--- src/vbi_slicer_pkg.sv ---
package vbi_slicer_pkg;

  // Register subaddresses
  localparam logic [7:0] ADDR_CTRL       = 8'h40;
  localparam logic [7:0] ADDR_LINE_FIRST = 8'h41;
  localparam logic [7:0] ADDR_LINE_LAST  = 8'h57;
  localparam logic [7:0] ADDR_HORIZ_TRIGGER_OFFSET_LO    = 8'h59;
  localparam logic [7:0] ADDR_VERT_TRIGGER_OFFSET_LO    = 8'h5A;
  localparam logic [7:0] ADDR_OFF_HI     = 8'h5B;
  localparam logic [7:0] ADDR_FC_PROG    = 8'h5C;
  localparam logic [7:0] ADDR_TYPE       = 8'h62;

  // Values after reset
  localparam logic [7:0] RST_CTRL = 8'h00;
  localparam logic [7:0] RST_LINE = 8'hFF;
  localparam logic [7:0] RST_OFF  = 8'h00;
  localparam logic [7:0] RST_FC   = 8'h00;
  localparam logic [7:0] RST_TYPE = 8'h0F;

  // Field positions
  localparam int CTRL_ERR_LSB  = 0;
  localparam int CTRL_SRC_BIT  = 6;
  localparam int HORIZ_TRIGGER_OFFSET_HI_LSB   = 0;
  localparam int VERT_TRIGGER_OFFSET_HI_BIT   = 4;
  localparam int FIELD_OFFSET_BIT_BIT      = 7;

  // Line range with own selections
  localparam int FIRST_LINE = 2;
  localparam int LAST_LINE  = 24;
  localparam int NUM_LINES  = LAST_LINE - FIRST_LINE + 1;

  // Text FIFO geometry
  localparam int SECT_BYTES = 56;
  localparam int SECT_WORDS = 14;
  localparam int NUM_SECT   = 2;

  // Slicer counts
  localparam int RUNIN_EDGES    = 3;
  localparam int FC_WINDOW_BITS = 40;

  localparam longint unsigned CLK_HZ = 125000000;

  typedef enum logic [3:0] {
    T_WST625 = 4'h0, T_CC625  = 4'h1, T_VPS    = 4'h2, T_WSS    = 4'h3,
    T_WST525 = 4'h4, T_CC525  = 4'h5, T_VIDEO  = 4'h6, T_RAW    = 4'h7,
    T_TEXT   = 4'h8, T_VITC625 = 4'h9, T_VITC525 = 4'hA, T_RSVD = 4'hB,
    T_USTEXT = 4'hC, T_JAPTEXT = 4'hD, T_FSWITCH = 4'hE, T_NONE = 4'hF
  } slicer_type_code_type;

  typedef enum logic [2:0] {
    S_IDLE  = 3'b000,
    S_RUNIN = 3'b001,
    S_FRAME = 3'b011,
    S_DATA  = 3'b010,
    S_DONE  = 3'b110
  } slicer_state_type;

  function automatic logic [31:0] bit_inc(input longint unsigned rate);
    bit_inc = 32'((rate << 32) / CLK_HZ);
  endfunction : bit_inc

  localparam logic [31:0] INC_6937 = bit_inc(6937500);
  localparam logic [31:0] INC_5727 = bit_inc(5727200);
  localparam logic [31:0] INC_5000 = bit_inc(5000000);
  localparam logic [31:0] INC_0500 = bit_inc(500000);
  localparam logic [31:0] INC_0503 = bit_inc(503000);
  localparam logic [31:0] INC_1812 = bit_inc(1812500);
  localparam logic [31:0] INC_1789 = bit_inc(1789800);

  localparam logic [23:0] FC_TEXT = 24'h000027;
  localparam logic [23:0] FC_CC   = 24'h000001;
  localparam logic [23:0] FC_VPS  = 24'h009951;
  localparam logic [23:0] FC_WSS  = 24'h1E3C1F;

endpackage : vbi_slicer_pkg

--- src/vbi_data_slicer.sv ---
`timescale 1ns/1ps
module vbi_data_slicer (
  input  wire logic        clk,
  input  wire logic        rstn,
  input  wire logic [7:0]  video_a,
  input  wire logic [7:0]  video_b,
  input  wire logic        horizontal_reference,
  input  wire logic        vertical_reference,
  input  wire logic        field_id,
  input  wire logic [7:0]  reg_addr,
  input  wire logic [7:0]  reg_wdata,
  input  wire logic        reg_we,
  output logic      [7:0]  reg_rdata,
  output logic      [31:0] out_data,
  output logic             out_last,
  output logic             out_valid,
  input  wire logic        out_ready,
  output logic             line_ready
);

  localparam int NL = vbi_slicer_pkg::NUM_LINES;
  localparam int SW = vbi_slicer_pkg::SECT_WORDS;

  logic [7:0]  ctrl_r;
  logic [7:0]  line_sel_r [NL];
  logic [7:0]  horiz_trigger_offset_lo_r;
  logic [7:0]  vert_trigger_offset_lo_r;
  logic [7:0]  off_hi_r;
  logic [7:0]  fc_prog_r;
  logic [7:0]  type_r;
  logic [7:0]  reg_rdata_r;
  logic [7:0]  rd_nxt;
  logic [4:0]  rd_idx;

  logic [10:0] horiz_trigger_offset;
  logic [8:0]  vert_trigger_offset;
  logic        field_offset_bit;

  // Register writes
  always_ff @(posedge clk) begin
    if (!rstn) begin
      ctrl_r    <= vbi_slicer_pkg::RST_CTRL;
      horiz_trigger_offset_lo_r <= vbi_slicer_pkg::RST_OFF;
      vert_trigger_offset_lo_r <= vbi_slicer_pkg::RST_OFF;
      off_hi_r  <= vbi_slicer_pkg::RST_OFF;
      fc_prog_r <= vbi_slicer_pkg::RST_FC;
      type_r    <= vbi_slicer_pkg::RST_TYPE;
    end else if (reg_we) begin
      case (reg_addr)
        vbi_slicer_pkg::ADDR_CTRL:    ctrl_r    <= reg_wdata;
        vbi_slicer_pkg::ADDR_HORIZ_TRIGGER_OFFSET_LO: horiz_trigger_offset_lo_r <= reg_wdata;
        vbi_slicer_pkg::ADDR_VERT_TRIGGER_OFFSET_LO: vert_trigger_offset_lo_r <= reg_wdata;
        vbi_slicer_pkg::ADDR_OFF_HI:  off_hi_r  <= reg_wdata;
        vbi_slicer_pkg::ADDR_FC_PROG: fc_prog_r <= reg_wdata;
        vbi_slicer_pkg::ADDR_TYPE:    type_r    <= reg_wdata;
        default: begin
        end
      endcase
    end
  end

  // Per-line standard selections
  for (genvar i = 0; i < NL; i++) begin : g_line
    always_ff @(posedge clk) begin
      if (!rstn) begin
        line_sel_r[i] <= vbi_slicer_pkg::RST_LINE;
      end else if (reg_we &&
                   reg_addr == vbi_slicer_pkg::ADDR_LINE_FIRST + 8'(i)) begin
        line_sel_r[i] <= reg_wdata;
      end
    end
  end

  assign rd_idx = 5'(reg_addr - vbi_slicer_pkg::ADDR_LINE_FIRST);

  always_comb begin
    rd_nxt = 8'h00;
    if (reg_addr >= vbi_slicer_pkg::ADDR_LINE_FIRST &&
        reg_addr <= vbi_slicer_pkg::ADDR_LINE_LAST) begin
      rd_nxt = line_sel_r[rd_idx];
    end else begin
      case (reg_addr)
        vbi_slicer_pkg::ADDR_CTRL:    rd_nxt = ctrl_r;
        vbi_slicer_pkg::ADDR_HORIZ_TRIGGER_OFFSET_LO: rd_nxt = horiz_trigger_offset_lo_r;
        vbi_slicer_pkg::ADDR_VERT_TRIGGER_OFFSET_LO: rd_nxt = vert_trigger_offset_lo_r;
        vbi_slicer_pkg::ADDR_OFF_HI:  rd_nxt = off_hi_r;
        vbi_slicer_pkg::ADDR_FC_PROG: rd_nxt = fc_prog_r;
        vbi_slicer_pkg::ADDR_TYPE:    rd_nxt = type_r;
        default:                      rd_nxt = 8'h00;
      endcase
    end
  end

  always_ff @(posedge clk) begin
    if (!rstn) begin
      reg_rdata_r <= 8'h00;
    end else begin
      reg_rdata_r <= rd_nxt;
    end
  end

  assign reg_rdata = reg_rdata_r;

  // Offsets assembled from the three registers
  assign horiz_trigger_offset = {off_hi_r[vbi_slicer_pkg::HORIZ_TRIGGER_OFFSET_HI_LSB +: 3],
                                 horiz_trigger_offset_lo_r};
  assign vert_trigger_offset  = {off_hi_r[vbi_slicer_pkg::VERT_TRIGGER_OFFSET_HI_BIT],
                                 vert_trigger_offset_lo_r};
  assign field_offset_bit     = off_hi_r[vbi_slicer_pkg::FIELD_OFFSET_BIT_BIT];

  // Line timing from reference edges
  logic        horizontal_reference_d_r;
  logic        vref_d_r;
  logic        horizontal_reference_fall;
  logic        vref_fall;
  logic [10:0] hcnt_r;
  logic [8:0]  vcnt_r;
  logic [8:0]  line_num;
  logic        line_ok;
  logic        field;

  assign horizontal_reference_fall = horizontal_reference_d_r && !horizontal_reference;
  assign vref_fall = vref_d_r && !vertical_reference;

  always_ff @(posedge clk) begin
    if (!rstn) begin
      horizontal_reference_d_r <= 1'b0;
      vref_d_r <= 1'b0;
      hcnt_r   <= 11'h000;
      vcnt_r   <= 9'h000;
    end else begin
      horizontal_reference_d_r <= horizontal_reference;
      vref_d_r <= vertical_reference;
      if (horizontal_reference_fall) begin
        hcnt_r <= 11'h000;
      end else if (hcnt_r != 11'h7FF) begin
        hcnt_r <= hcnt_r + 11'h001;
      end
      if (vref_fall) begin
        vcnt_r <= 9'h000;
      end else if (horizontal_reference_fall && vcnt_r != 9'h1FF) begin
        vcnt_r <= vcnt_r + 9'h001;
      end
    end
  end

  assign line_ok  = vcnt_r >= vert_trigger_offset;
  assign line_num = vcnt_r - vert_trigger_offset;
  assign field    = field_id ^ field_offset_bit;

  // Standard chosen for the current line
  logic [3:0] line_type;
  logic [7:0] sel;
  logic [4:0] sel_idx;

  always_comb begin
    sel_idx = 5'(line_num - 9'(vbi_slicer_pkg::FIRST_LINE));
    if (line_num > 9'(vbi_slicer_pkg::LAST_LINE)) begin
      sel_idx = 5'(NL - 1);
    end
    sel = line_sel_r[sel_idx];
    line_type = field ? sel[7:4] : sel[3:0];
    if (!line_ok || line_num < 9'(vbi_slicer_pkg::FIRST_LINE)) begin
      line_type = type_r[3:0];
    end
  end

  // Per-type slicing parameters
  logic [31:0] inc_nxt;
  logic [23:0] fc_nxt;
  logic [4:0]  fc_len_nxt;
  logic [5:0]  nbytes_nxt;
  logic        ham_nxt;
  logic        open_nxt;
  logic        en_nxt;

  always_comb begin
    inc_nxt    = vbi_slicer_pkg::INC_5000;
    fc_nxt     = {16'h0000, fc_prog_r};
    fc_len_nxt = 5'd8;
    nbytes_nxt = 6'd2;
    ham_nxt    = 1'b0;
    open_nxt   = 1'b0;
    en_nxt     = 1'b1;
    case (line_type)
      vbi_slicer_pkg::T_WST625, vbi_slicer_pkg::T_WST525: begin
        inc_nxt    = line_type == vbi_slicer_pkg::T_WST625 ?
                     vbi_slicer_pkg::INC_6937 : vbi_slicer_pkg::INC_5727;
        fc_nxt     = vbi_slicer_pkg::FC_TEXT;
        nbytes_nxt = 6'd42;
        ham_nxt    = 1'b1;
      end
      vbi_slicer_pkg::T_CC625, vbi_slicer_pkg::T_CC525: begin
        inc_nxt    = line_type == vbi_slicer_pkg::T_CC625 ?
                     vbi_slicer_pkg::INC_0500 : vbi_slicer_pkg::INC_0503;
        fc_nxt     = vbi_slicer_pkg::FC_CC;
        fc_len_nxt = 5'd3;
      end
      vbi_slicer_pkg::T_VPS: begin
        fc_nxt     = vbi_slicer_pkg::FC_VPS;
        fc_len_nxt = 5'd16;
        nbytes_nxt = 6'd13;
      end
      vbi_slicer_pkg::T_WSS: begin
        fc_nxt     = vbi_slicer_pkg::FC_WSS;
        fc_len_nxt = 5'd24;
      end
      vbi_slicer_pkg::T_TEXT: begin
        inc_nxt    = vbi_slicer_pkg::INC_6937;
        nbytes_nxt = 6'd42;
      end
      vbi_slicer_pkg::T_USTEXT, vbi_slicer_pkg::T_JAPTEXT: begin
        inc_nxt    = vbi_slicer_pkg::INC_5727;
        nbytes_nxt = 6'd36;
      end
      vbi_slicer_pkg::T_VITC625: begin
        inc_nxt    = vbi_slicer_pkg::INC_1812;
        nbytes_nxt = 6'd9;
      end
      vbi_slicer_pkg::T_VITC525: begin
        inc_nxt    = vbi_slicer_pkg::INC_1789;
        nbytes_nxt = 6'd9;
      end
      vbi_slicer_pkg::T_FSWITCH: begin
        open_nxt   = 1'b1;
      end
      default: begin
        en_nxt     = 1'b0;
      end
    endcase
  end

  // Slicer sequence
  vbi_slicer_pkg::slicer_state_type state_r;
  logic [31:0] inc_r;
  logic [31:0] phase_r;
  logic [32:0] phase_sum;
  logic        strobe;
  logic [23:0] fc_r;
  logic [23:0] fc_mask_r;
  logic [5:0]  nbytes_r;
  logic        ham_r;
  logic        open_r;
  logic [7:0]  vmin_r;
  logic [7:0]  vmax_r;
  logic [8:0]  level_sum;
  logic [7:0]  sample;
  logic        bit_now;
  logic        bit_d_r;
  logic [1:0]  edge_cnt_r;
  logic [23:0] sh_r;
  logic [23:0] sh_nxt;
  logic [5:0]  fbits_r;
  logic [2:0]  bitc_r;
  logic [7:0]  byte_r;
  logic [7:0]  byte_nxt;
  logic [5:0]  bytes_r;
  logic [3:0]  err_r;
  logic        byte_done;
  logic        commit;
  logic        wsec_r;
  logic        rsec_r;
  logic [1:0]  full_r;

  assign sample    = ctrl_r[vbi_slicer_pkg::CTRL_SRC_BIT] ? video_b : video_a;
  assign level_sum = {1'b0, vmin_r} + {1'b0, vmax_r};
  assign bit_now   = sample > level_sum[8:1];
  assign phase_sum = {1'b0, phase_r} + {1'b0, inc_r};
  assign strobe    = phase_sum[32];
  assign sh_nxt    = {sh_r[22:0], bit_now};
  assign byte_nxt  = {bit_now, byte_r[7:1]};
  assign byte_done = state_r == vbi_slicer_pkg::S_DATA && strobe &&
                     bitc_r == 3'd7;
  assign commit    = state_r == vbi_slicer_pkg::S_DONE &&
                     err_r <= ctrl_r[vbi_slicer_pkg::CTRL_ERR_LSB +: 4];

  always_ff @(posedge clk) begin
    if (!rstn) begin
      state_r <= vbi_slicer_pkg::S_IDLE;
    end else if (horizontal_reference_fall) begin
      state_r <= vbi_slicer_pkg::S_IDLE;
    end else begin
      case (state_r)
        vbi_slicer_pkg::S_IDLE: begin
          if (hcnt_r == horiz_trigger_offset && en_nxt &&
              !full_r[wsec_r]) begin
            state_r <= vbi_slicer_pkg::S_RUNIN;
          end
        end
        vbi_slicer_pkg::S_RUNIN: begin
          if (bit_now && !bit_d_r &&
              edge_cnt_r == 2'(vbi_slicer_pkg::RUNIN_EDGES - 1)) begin
            state_r <= vbi_slicer_pkg::S_FRAME;
          end
        end
        vbi_slicer_pkg::S_FRAME: begin
          if (strobe && (sh_nxt & fc_mask_r) == fc_r) begin
            state_r <= vbi_slicer_pkg::S_DATA;
          end else if (strobe && !open_r &&
                       fbits_r == 6'(vbi_slicer_pkg::FC_WINDOW_BITS - 1)) begin
            state_r <= vbi_slicer_pkg::S_IDLE;
          end
        end
        vbi_slicer_pkg::S_DATA: begin
          if (byte_done && bytes_r == nbytes_r - 6'd1) begin
            state_r <= vbi_slicer_pkg::S_DONE;
          end
        end
        default: state_r <= vbi_slicer_pkg::S_IDLE;
      endcase
    end
  end

  // Per-line setup, threshold and phase recovery
  always_ff @(posedge clk) begin
    if (!rstn) begin
      inc_r      <= 32'h0000_0000;
      fc_r       <= 24'h00_0000;
      fc_mask_r  <= 24'h00_0000;
      nbytes_r   <= 6'd0;
      ham_r      <= 1'b0;
      open_r     <= 1'b0;
      vmin_r     <= 8'hFF;
      vmax_r     <= 8'h00;
      phase_r    <= 32'h0000_0000;
      edge_cnt_r <= 2'd0;
      bit_d_r    <= 1'b0;
    end else begin
      bit_d_r <= bit_now;
      phase_r <= phase_sum[31:0];
      if (state_r == vbi_slicer_pkg::S_IDLE) begin
        inc_r      <= inc_nxt;
        fc_r       <= fc_nxt;
        fc_mask_r  <= 24'((25'h1 << fc_len_nxt) - 25'h1);
        nbytes_r   <= nbytes_nxt;
        ham_r      <= ham_nxt;
        open_r     <= open_nxt;
        vmin_r     <= 8'hFF;
        vmax_r     <= 8'h00;
        edge_cnt_r <= 2'd0;
      end else if (state_r == vbi_slicer_pkg::S_RUNIN) begin
        if (sample < vmin_r) begin
          vmin_r <= sample;
        end
        if (sample > vmax_r) begin
          vmax_r <= sample;
        end
        if (bit_now && !bit_d_r) begin
          phase_r    <= 32'h8000_0000;
          edge_cnt_r <= edge_cnt_r + 2'd1;
        end
      end
    end
  end

  // Framing search and byte assembly
  always_ff @(posedge clk) begin
    if (!rstn) begin
      sh_r    <= 24'h00_0000;
      fbits_r <= 6'd0;
      bitc_r  <= 3'd0;
      byte_r  <= 8'h00;
      bytes_r <= 6'd0;
      err_r   <= 4'h0;
    end else if (state_r == vbi_slicer_pkg::S_IDLE ||
                 state_r == vbi_slicer_pkg::S_RUNIN) begin
      sh_r    <= 24'h00_0000;
      fbits_r <= 6'd0;
      bitc_r  <= 3'd0;
      bytes_r <= 6'd0;
      err_r   <= 4'h0;
    end else if (strobe && state_r == vbi_slicer_pkg::S_FRAME) begin
      sh_r    <= sh_nxt;
      fbits_r <= fbits_r + 6'd1;
    end else if (strobe && state_r == vbi_slicer_pkg::S_DATA) begin
      bitc_r <= bitc_r + 3'd1;
      byte_r <= byte_nxt;
      if (byte_done) begin
        bytes_r <= bytes_r + 6'd1;
        if (ham_r && !(^byte_nxt) && err_r != 4'hF) begin
          err_r <= err_r + 4'h1;
        end
      end
    end
  end

  // Text FIFO storage, two sections
  logic [31:0] mem_r [vbi_slicer_pkg::NUM_SECT * SW];
  logic [3:0]  words_r [vbi_slicer_pkg::NUM_SECT];
  logic [4:0]  wr_addr;
  logic [4:0]  rd_addr;
  logic [3:0]  ridx_r;
  logic        rd_push;
  logic        rd_last;
  logic        buf_ready;
  logic [32:0] buf_out;

  assign wr_addr = 5'(wsec_r ? SW : 0) + 5'(bytes_r[5:2]);
  assign rd_addr = 5'(rsec_r ? SW : 0) + 5'(ridx_r);
  assign rd_last = ridx_r == words_r[rsec_r] - 4'd1;
  assign rd_push = full_r[rsec_r] && buf_ready;

  always_ff @(posedge clk) begin
    if (byte_done) begin
      if (bytes_r[1:0] == 2'd0) begin
        mem_r[wr_addr] <= {24'h00_0000, byte_nxt};
      end else begin
        mem_r[wr_addr][8 * bytes_r[1:0] +: 8] <= byte_nxt;
      end
    end
  end

  always_ff @(posedge clk) begin
    if (!rstn) begin
      full_r     <= 2'b00;
      wsec_r     <= 1'b0;
      rsec_r     <= 1'b0;
      ridx_r     <= 4'd0;
      words_r[0] <= 4'd0;
      words_r[1] <= 4'd0;
    end else begin
      if (commit) begin
        full_r[wsec_r]  <= 1'b1;
        words_r[wsec_r] <= 4'((bytes_r + 6'd3) >> 2);
        wsec_r          <= !wsec_r;
      end
      if (rd_push) begin
        ridx_r <= ridx_r + 4'd1;
        if (rd_last) begin
          full_r[rsec_r] <= 1'b0;
          rsec_r         <= !rsec_r;
          ridx_r         <= 4'd0;
        end
      end
    end
  end

  always_ff @(posedge clk) begin
    if (!rstn) begin
      line_ready <= 1'b0;
    end else begin
      line_ready <= |full_r;
    end
  end

  vbi_skid_buf #(
    .W(33)
  ) u_buf (
    .clk      (clk),
    .rstn     (rstn),
    .in_data  ({rd_last, mem_r[rd_addr]}),
    .in_valid (full_r[rsec_r]),
    .in_ready (buf_ready),
    .out_data (buf_out),
    .out_valid(out_valid),
    .out_ready(out_ready)
  );

  assign out_data = buf_out[31:0];
  assign out_last = buf_out[32];

endmodule : vbi_data_slicer

--- src/vbi_skid_buf.sv ---
`timescale 1ns/1ps
module vbi_skid_buf #(
  parameter int W = 33
) (
  input  wire logic         clk,
  input  wire logic         rstn,
  input  wire logic [W-1:0] in_data,
  input  wire logic         in_valid,
  output logic              in_ready,
  output logic [W-1:0]      out_data,
  output logic              out_valid,
  input  wire logic         out_ready
);

  logic [W-1:0] d0_r;
  logic [W-1:0] d1_r;
  logic         v0_r;
  logic         v1_r;
  logic         push;
  logic         pop;

  assign in_ready  = !v1_r;
  assign push      = in_valid && !v1_r;
  assign pop       = v0_r && out_ready;
  assign out_data  = d0_r;
  assign out_valid = v0_r;

  always_ff @(posedge clk) begin
    if (!rstn) begin
      v0_r <= 1'b0;
      v1_r <= 1'b0;
      d0_r <= '0;
      d1_r <= '0;
    end else begin
      case ({push, pop})
        2'b10: begin
          if (!v0_r) begin
            v0_r <= 1'b1;
            d0_r <= in_data;
          end else begin
            v1_r <= 1'b1;
            d1_r <= in_data;
          end
        end
        2'b01: begin
          v0_r <= v1_r;
          d0_r <= d1_r;
          v1_r <= 1'b0;
        end
        2'b11: begin
          if (v1_r) begin
            d0_r <= d1_r;
            d1_r <= in_data;
          end else begin
            d0_r <= in_data;
          end
        end
        default: begin
        end
      endcase
    end
  end

endmodule : vbi_skid_buf

--- config.mk ---
export PLATFORM = sky130hd
export DESIGN_NAME = vbi_data_slicer
export DESIGN_NICKNAME = d
export VERILOG_FILES = /design/src/vbi_slicer_pkg.sv /design/src/vbi_data_slicer.sv /design/src/vbi_skid_buf.sv
export SDC_FILE = /design/constraint.sdc
export NUM_CORES = 2
export LEC_CHECK = 0
export BUFFER_PORTS_ARGS = -buffer_cell sky130_fd_sc_hd__buf_2
export CORE_ASPECT_RATIO = 0.8
export CORE_MARGIN = 2
export CORE_UTILIZATION = 63
export CTS_CLUSTER_DIAMETER = 120
export DETAILED_ROUTE_END_ITERATION = 7
export PLACE_DENSITY = 0.88
export SETUP_SLACK_MARGIN = 0.15
export SLEW_MARGIN = 20
export SYNTH_ARGS = -nofsm -noshare
export SYNTH_HDL_FRONTEND = slang
export SYNTH_SLANG_ARGS = --single-unit
--- constraint.sdc ---
create_clock -name clk -period 5.8 [get_ports clk]
set_input_delay 0.58 -clock clk [delete_from_list [all_inputs] [get_ports clk]]
set_output_delay 0.58 -clock clk [all_outputs]
set_load 0.01 [all_outputs]
### Word level (Yosys, flattened, before mapping)

Memories as Yosys holds them, arrays and structs flattened. A register that Yosys moved wholly into a read port is not among the register bits.
Cells that the tools add are included.

| operators by class | value |
|---|---|
| magnitude comparators | 13 |
| mux-type cells | 187 |
| bitwise gates (word level) | 63 |
| add/sub/neg operators | 20 |
| reductions and logical operators | 94 |
| shift-type cells | 3 |
| equal/unequal tests | 64 |

Operators by type and width:

| kind | number |
|---|---|
| $eq A8 B7 Y1 const B | 29 |
| $mux W8 | 25 |
| $pmux W28 S6 | 1 |
| $mux W33 | 4 |
| $mux W32 | 4 |
| $mux W1 | 124 |
| $pmux W33 S3 | 1 |
| $pmux W21 S4 | 1 |
| $pmux W33 S2 | 1 |
| $or A1 B1 Y1 | 55 |
| $pmux W8 S6 | 1 |
| $logic_and A1 B1 Y1 | 45 |
| $neg A5 Y34 | 1 |
| $shift A8 B34 Y32 const A | 1 |
| $shiftx A8 B34 Y32 | 1 |
| $add A32 B32 Y33 | 1 |
| $mux W27 | 1 |
| $reduce_and A2 Y1 | 13 |
| $and A24 B24 Y24 | 1 |
| $eq A24 B24 Y1 | 1 |
| $eq A4 B4 Y1 const B | 6 |
| $mux W4 | 6 |
| $pmux W6 S4 | 1 |
| $shl A1 B5 Y24 const A | 1 |
| 70 further kinds | 119 |

| storage, ports and cells | value |
|---|---|
| input bits | 39 |
| register bits after elaboration | 347 |
| memories kept | 3 |
| memory bits (writable) | 1,088 |

Memories:

| memory | depth | width | rd ports | clocked after memory_dff | write ports | line | source |
|---|---|---|---|---|---|---|---|
| mem_r | 28 | 32 | 1 | 0 | 1 | vbi_data_slicer.sv:388 | `logic [31:0] mem_r [vbi_slicer_pkg::NUM_SECT * SW];` |
| line_sel_r | 23 | 8 | 2 | 0 | 23 | vbi_data_slicer.sv:25 | `logic [7:0] line_sel_r [NL];` |
| words_r | 2 | 4 | 1 | 1 | 2 | vbi_data_slicer.sv:389 | `logic [3:0] words_r [vbi_slicer_pkg::NUM_SECT];` |

### Logic depth before layout (Yosys ltp)

An unclocked memory read counts as a cell.

| logic depth | value |
|---|---|
| depth in word-level cells | 13 |
| gate-level depth with buffers | 23 |
| gate-level depth less buffers | 20 |

### Cells and area by module

From an unflattened synthesis, not the netlist that was laid out.

| unflattened totals | value |
|---|---|
| cells, all modules | 4,395 |
| area, all modules | 62,089.5 um2 |

By module, submodules not included:

| module | cells each | instances | area each (um2) |
|---|---|---|---|
| vbi_data_slicer | 4,032 | 1 | 58,770.1 |
| vbi_skid_buf | 363 | 1 | 3,319.4 |

### Least setup slack after synthesis

No wires, ideal clock.

| timing | value |
|---|---|
| path kind | flip-flop to flip-flop |
| start point | reg inc_r[0] |
| end point | mem mem_r[0][14] (data pin) |
| stages on the path, launching flop included | 15 |
| data arrival time | 4.380 ns |
| setup time | 0.523 ns |
| data required time | 5.277 ns |
| setup slack | 0.898 ns |
| clock period less this slack | 4.902 ns |
| cell sequence | dfxtp_1 > ha_1 > fa_1 > a21o_1 > a21oi_1 > o21bai_1 > a21oi_1 > o21ai_0 > a31oi_1 > o21a_1 > o21a_1 > nor3b_1 > clkbuf_1 > nand2_1 > nor4b_1 |

| between the ends | value |
|---|---|
| word-level cells in the longest chain between the ends | 6 |

Ends and longest elaborated chain:

| what | line | source |
|---|---|---|
| start, declared | vbi_data_slicer.sv:235 | `logic [31:0] inc_r;` |
| start signal, assigned | vbi_data_slicer.sv:332 | `inc_r <= inc_nxt;` |
| $add A32 B32 Y33 | vbi_data_slicer.sv:268 | `assign phase_sum = {1'b0, phase_r} + {1'b0, inc_r};` |
| $logic_and A1 B1 Y1 (2 in series) | vbi_data_slicer.sv:272 | `assign byte_done = state_r == vbi_slicer_pkg::S_DATA && strobe &&` |
| $mux W1 | vbi_data_slicer.sv:404 | `if (byte_done) begin` |
| $mux W32 (not written as such) | vbi_data_slicer.sv:408 | `mem_r[wr_addr][8 * bytes_r[1:0] +: 8] <= byte_nxt;` |
| $mux W1 (no line) | -- |  |
| end, declared | vbi_data_slicer.sv:388 |  |

Every way passes these cells.

### Worst setup path in the final report

| timing | value |
|---|---|
| start point | reg vert_trigger_offset_lo_r[0] |
| end point | reg inc_r[20] |

| between the ends | value |
|---|---|
| word-level cells in the longest chain between the ends | 9 |

Ends and longest elaborated chain:

| what | line | source |
|---|---|---|
| start, declared | vbi_data_slicer.sv:27 | `logic [7:0] vert_trigger_offset_lo_r;` |
| start signal, assigned | vbi_data_slicer.sv:44 | `vert_trigger_offset_lo_r <= vbi_slicer_pkg::RST_OFF;` |
| start signal, assigned | vbi_data_slicer.sv:52 | `vbi_slicer_pkg::ADDR_VERT_TRIGGER_OFFSET_LO: vert_trigger_offset_lo_r <= reg_wdata;` |
| $sub A9 B9 Y9 | vbi_data_slicer.sv:148 | `assign line_num = vcnt_r - vert_trigger_offset;` |
| $gt A9 B5 Y1 or $sub A5 B2 Y5 (tied branches) | vbi_data_slicer.sv:158, vbi_data_slicer.sv:157 |  |
| $mux W5 | vbi_data_slicer.sv:158 | `if (line_num > 9'(vbi_slicer_pkg::LAST_LINE)) begin` |
| $mem_v2 Z23 W8 | -- |  |
| $mux W4 | vbi_data_slicer.sv:162 | `line_type = field ? sel[7:4] : sel[3:0];` |
| $mux W4 * | vbi_data_slicer.sv:163 | `if (!line_ok \|\| line_num < 9'(vbi_slicer_pkg::FIRST_LINE)) begin` |
| $eq A4 B4 Y1, or another cell as far along | vbi_data_slicer.sv:185 | `case (line_type)` |
| $reduce_or A2 Y1 | vbi_data_slicer.sv:185 |  |
| $pmux W28 S6 * | vbi_data_slicer.sv:185 |  |

Mark *: on every way between the ends. The rest lies on a longest branch, timed or not.
A chain may end at the register's enable or synchronous reset.

==> impl_metrics.toml <==
[logic_synthesis]
yosysUniqueCellTypes = 88
syn_inst = 4371
async_flop_share_pct = 0
syn_area_per_cell_um2 = 14.1
synth-edff-count = 1088
ys_warn_count = 0
ys_ff_latch = 1399
syn_nets = 4519
yosysSeqAreaShare_pct = 63.1
synth_ff_type = "edfxtp_1"
syn_area_um2 = 61600

[clock_network]
cts_root_buffer = "clkbuf_16"
cts_setup_buffers = 0
cts_sinks = 1399
clock_latency_ns = 0.80
clk_pin_slew_worst_paths_ns = 0.06
cts_tree = "done"
cts_buffers = 134
cts_max_path_buffers = 3
cts_max_level = 4

[detailed_routing]
ant_nets = 0
viasPerCell = 7.05
routed_wl_um = 176000
drc_errors = 21
first_pass_iters = 8
drtIter0Drc = 6949
drt-wirelength-per-cell_um = 30.4
vias = 41000

[global_routing]
grt_first_pass_wirelength_um = 260000
grt_start_max_net_pins = 86
grt_pass1_vias = 39900
grt_use_total_pct = 35.0
antenna_found_initial = 9
overflow = 0

[worst_setup_path]
critPathMaxFanout = 18
max_stage_delay_ns = 0.48
endpoint_kind = "flop"
cpMaxStageDelayCell = "a211o_1"
path_cells = "ha_4 > inv_1 > fa_1 > a21o_1 > a22o_1 > a221o_1 > a211o_1 > nor3_4 > buf_4 > o211ai_1 > o211ai_1 > a32o_1 > nand2_1 > nand2b_1 > o21ai_0 > o21ai_0"
cp.arrival_ns = 5.95
critPathKind = "flop to flop"
cp-start-kind = "flop"
reg2reg_setup_slack_ns = 0.52
cp.required_ns = 6.47

[sta]
worst_slew_pin_slew_ns = 1.18
post-route-period-util_pct = 91.1
fin_ws_ns = 0.518
min_period_ns = 5.28
fmax_ghz = 0.189
skew_ns = 0.0535
slew_violations = 0
setup_viol = 0
fin_tns_setup_ns = 0
slew_headroom_pct = 21.0
final_hold_viol_count = 0
rsz0062_at_grt = "false"

[floorplanning]
die_h_um = 284
start_util_pct = 63.6
coreArea_um2 = 96900
pin_count = 82
die_width_um = 354
fp.dieArea_um2 = 100000
row_count = 102

[final_layout]
instances_no_fill = 5813
drive_gt1_share_pct = 20.9
mostFrequentLayoutCells = "edfxtp_1 (1,088), nor2_1 (456), mux4_2 (315)"
final_nets = 4546
fin_util_pct = 70.3
fill_cells = 5719
final_common_cell = "edfxtp_1"
layout-area-overhead-vs-synth_pct = 10.6

[placed_design]
place.detailed.hpwl_um = 108000
routabilityCongestion = 1.02
numPortBuffers = 81
pre_cts_slack_ns = 0.595
dpl.cell_count = 5562

[pwr]
powerDensity_nw_per_um2 = 308
peakVddDrop_uv = 430
leakagePower_uw = 0.0213

[min_path]
hold_path_class = "input port to flop"

[flow_run]
max-cap-violations = 0

[status]
outcome = "complete, but fails checks"
violations = "DRC"
==> metrics by stage <==
step | total power, µW | hold slack [ns] | instance area, µm²
2_1_floorplan | 11700 | 0.427 | 61600
3_3_place_gp | 12000 | 0.442 | 63500
3_5_place_dp | 12000 | 0.450 | 63500
4_1_cts | 20900 | 0.00856 | 68000
5_1_grt | 21400 | 0.0478 | 68100
6_report | 21000 | 0.0402 | 68100
==> layer usage <==
metal / global-route usage (%) / wire length (µm)
met5: 1.76 / 247
met4: 16.4 / 9750
met3: 11.4 / 24300
met2: 52.8 / 80100
met1: 46.4 / 62000
==> repair_timing <==
action / CTS / global route
resized for setup: 0 / 1
endpoints found under the setup margin: 0 / 1
hold buffers: 0 / 0
==> flip-flops by register name, indices dropped and copies added (netlist names), 6 cells and up, named ones only <==
register / flops
mem_r: 896
line_sel_r: 184
u_buf.d1_r: 33
u_buf.out_data: 33
phase_r: 32
inc_r: 24
sh_r: 23
fc_r: 11
hcnt_r: 11
fc_mask_r: 10
vcnt_r: 9
ctrl_r: 8
fc_prog_r: 8
horiz_trigger_offset_lo_r: 8
off_hi_r: 8
reg_rdata: 8
type_r: 8
vert_trigger_offset_lo_r: 8
vmax_r: 8
vmin_r: 8
words_r: 8
byte_r: 7
bytes_r: 6
fbits_r: 6
==> power breakdown <==
group / internal [µW] / switching [µW]
Clock: 5070 / 4020
Sequential: 10800 / 115
Combinational: 356 / 592
==> synth_stat cells, drive strengths merged, types with 14 or more instances <==
master | instances | share of area (%)
o21ai | 154 | 1.3
o211ai | 45 | 0.56
xnor2 | 66 | 0.94
nor2b | 32 | 0.32
or2 | 190 | 1.9
nor3 | 33 | 0.32
dfxtp | 311 | 10
xor2 | 52 | 0.74
buf | 54 | 0.38
nand3 | 107 | 0.88
nand4 | 42 | 0.43
a31oi | 18 | 0.18
inv | 80 | 0.49
a211oi | 98 | 1.2
edfxtp | 1088 | 53
nand2 | 269 | 1.6
mux4 | 315 | 12
clkbuf | 215 | 1.3
and2 | 14 | 0.14
a22oi | 16 | 0.19
nor2 | 469 | 2.9
mux2i | 127 | 2.1
nand2b | 30 | 0.30
a21o | 38 | 0.46
ha | 104 | 2.1
a21oi | 180 | 1.5
mux2 | 17 | 0.31
==> area by class of cell <==
| type | count | area, µm² | share of cell area, % |
|---|---|---|---|
| Sequential cell | 1399 | 38900 | 57.1 |
| Multi-Input combinational cell | 2623 | 21700 | 31.8 |
| Clock buffer | 175 | 3670 | 5.39 |
| Tap cell | 1300 | 1630 | 2.39 |
| Timing Repair Buffer | 160 | 1100 | 1.62 |
| Clock inverter | 70 | 825 | 1.21 |
| Inverter | 80 | 303 | 0.444 |
| Antenna cell | 6 | 15.0 | 0.0220 |
==> worst max-delay path: cells and delay by family, from the launching register on <==
| family | cells | cell delay, ns |
|---|---|---|
| flops | 1 | 0.43 |
| fa+ha+maj | 2 | 0.63 |
| simple gates | 3 | 1.20 |
| buf+inv | 2 | 0.29 |
| compound gates | 9 | 2.61 |
==> path summary, 6_finish.rpt <==
kind | endpoint | cells after the start | from
worst max-delay path | inc_r[20]$_SDFFE_PN0P_ | 16 | vert_trigger_offset_lo_r[0]$_SDFFE_PN0P_
worst max register to register | inc_r[20]$_SDFFE_PN0P_ | 16 | vert_trigger_offset_lo_r[0]$_SDFFE_PN0P_
worst min register to register | type_r[6]$_SDFFE_PN0P_ | 2 | type_r[6]$_SDFFE_PN0P_
worst min-delay path | horizontal_reference_d_r$_SDFF_PN0_ | 2 | horizontal_reference
==> cell families (layout without fill, tap and decap cells) <==
kind of cell	Yosys count	count (layout)	synth area share (%)
multiplexers	459	459	13.9
flip-flops	1399	1399	63.1
buffers and inverters	349	485	2.17
AO/OA/AOI/OAI	690	690	7.32
AND/OR/NAND/NOR	1246	1246	9.54
other	1	7	0.00609
adder cells (fa/ha/maj)	109	109	2.27
XOR/XNOR	118	118	1.68
No activity file was read; power rests on OpenSTA's default activity.
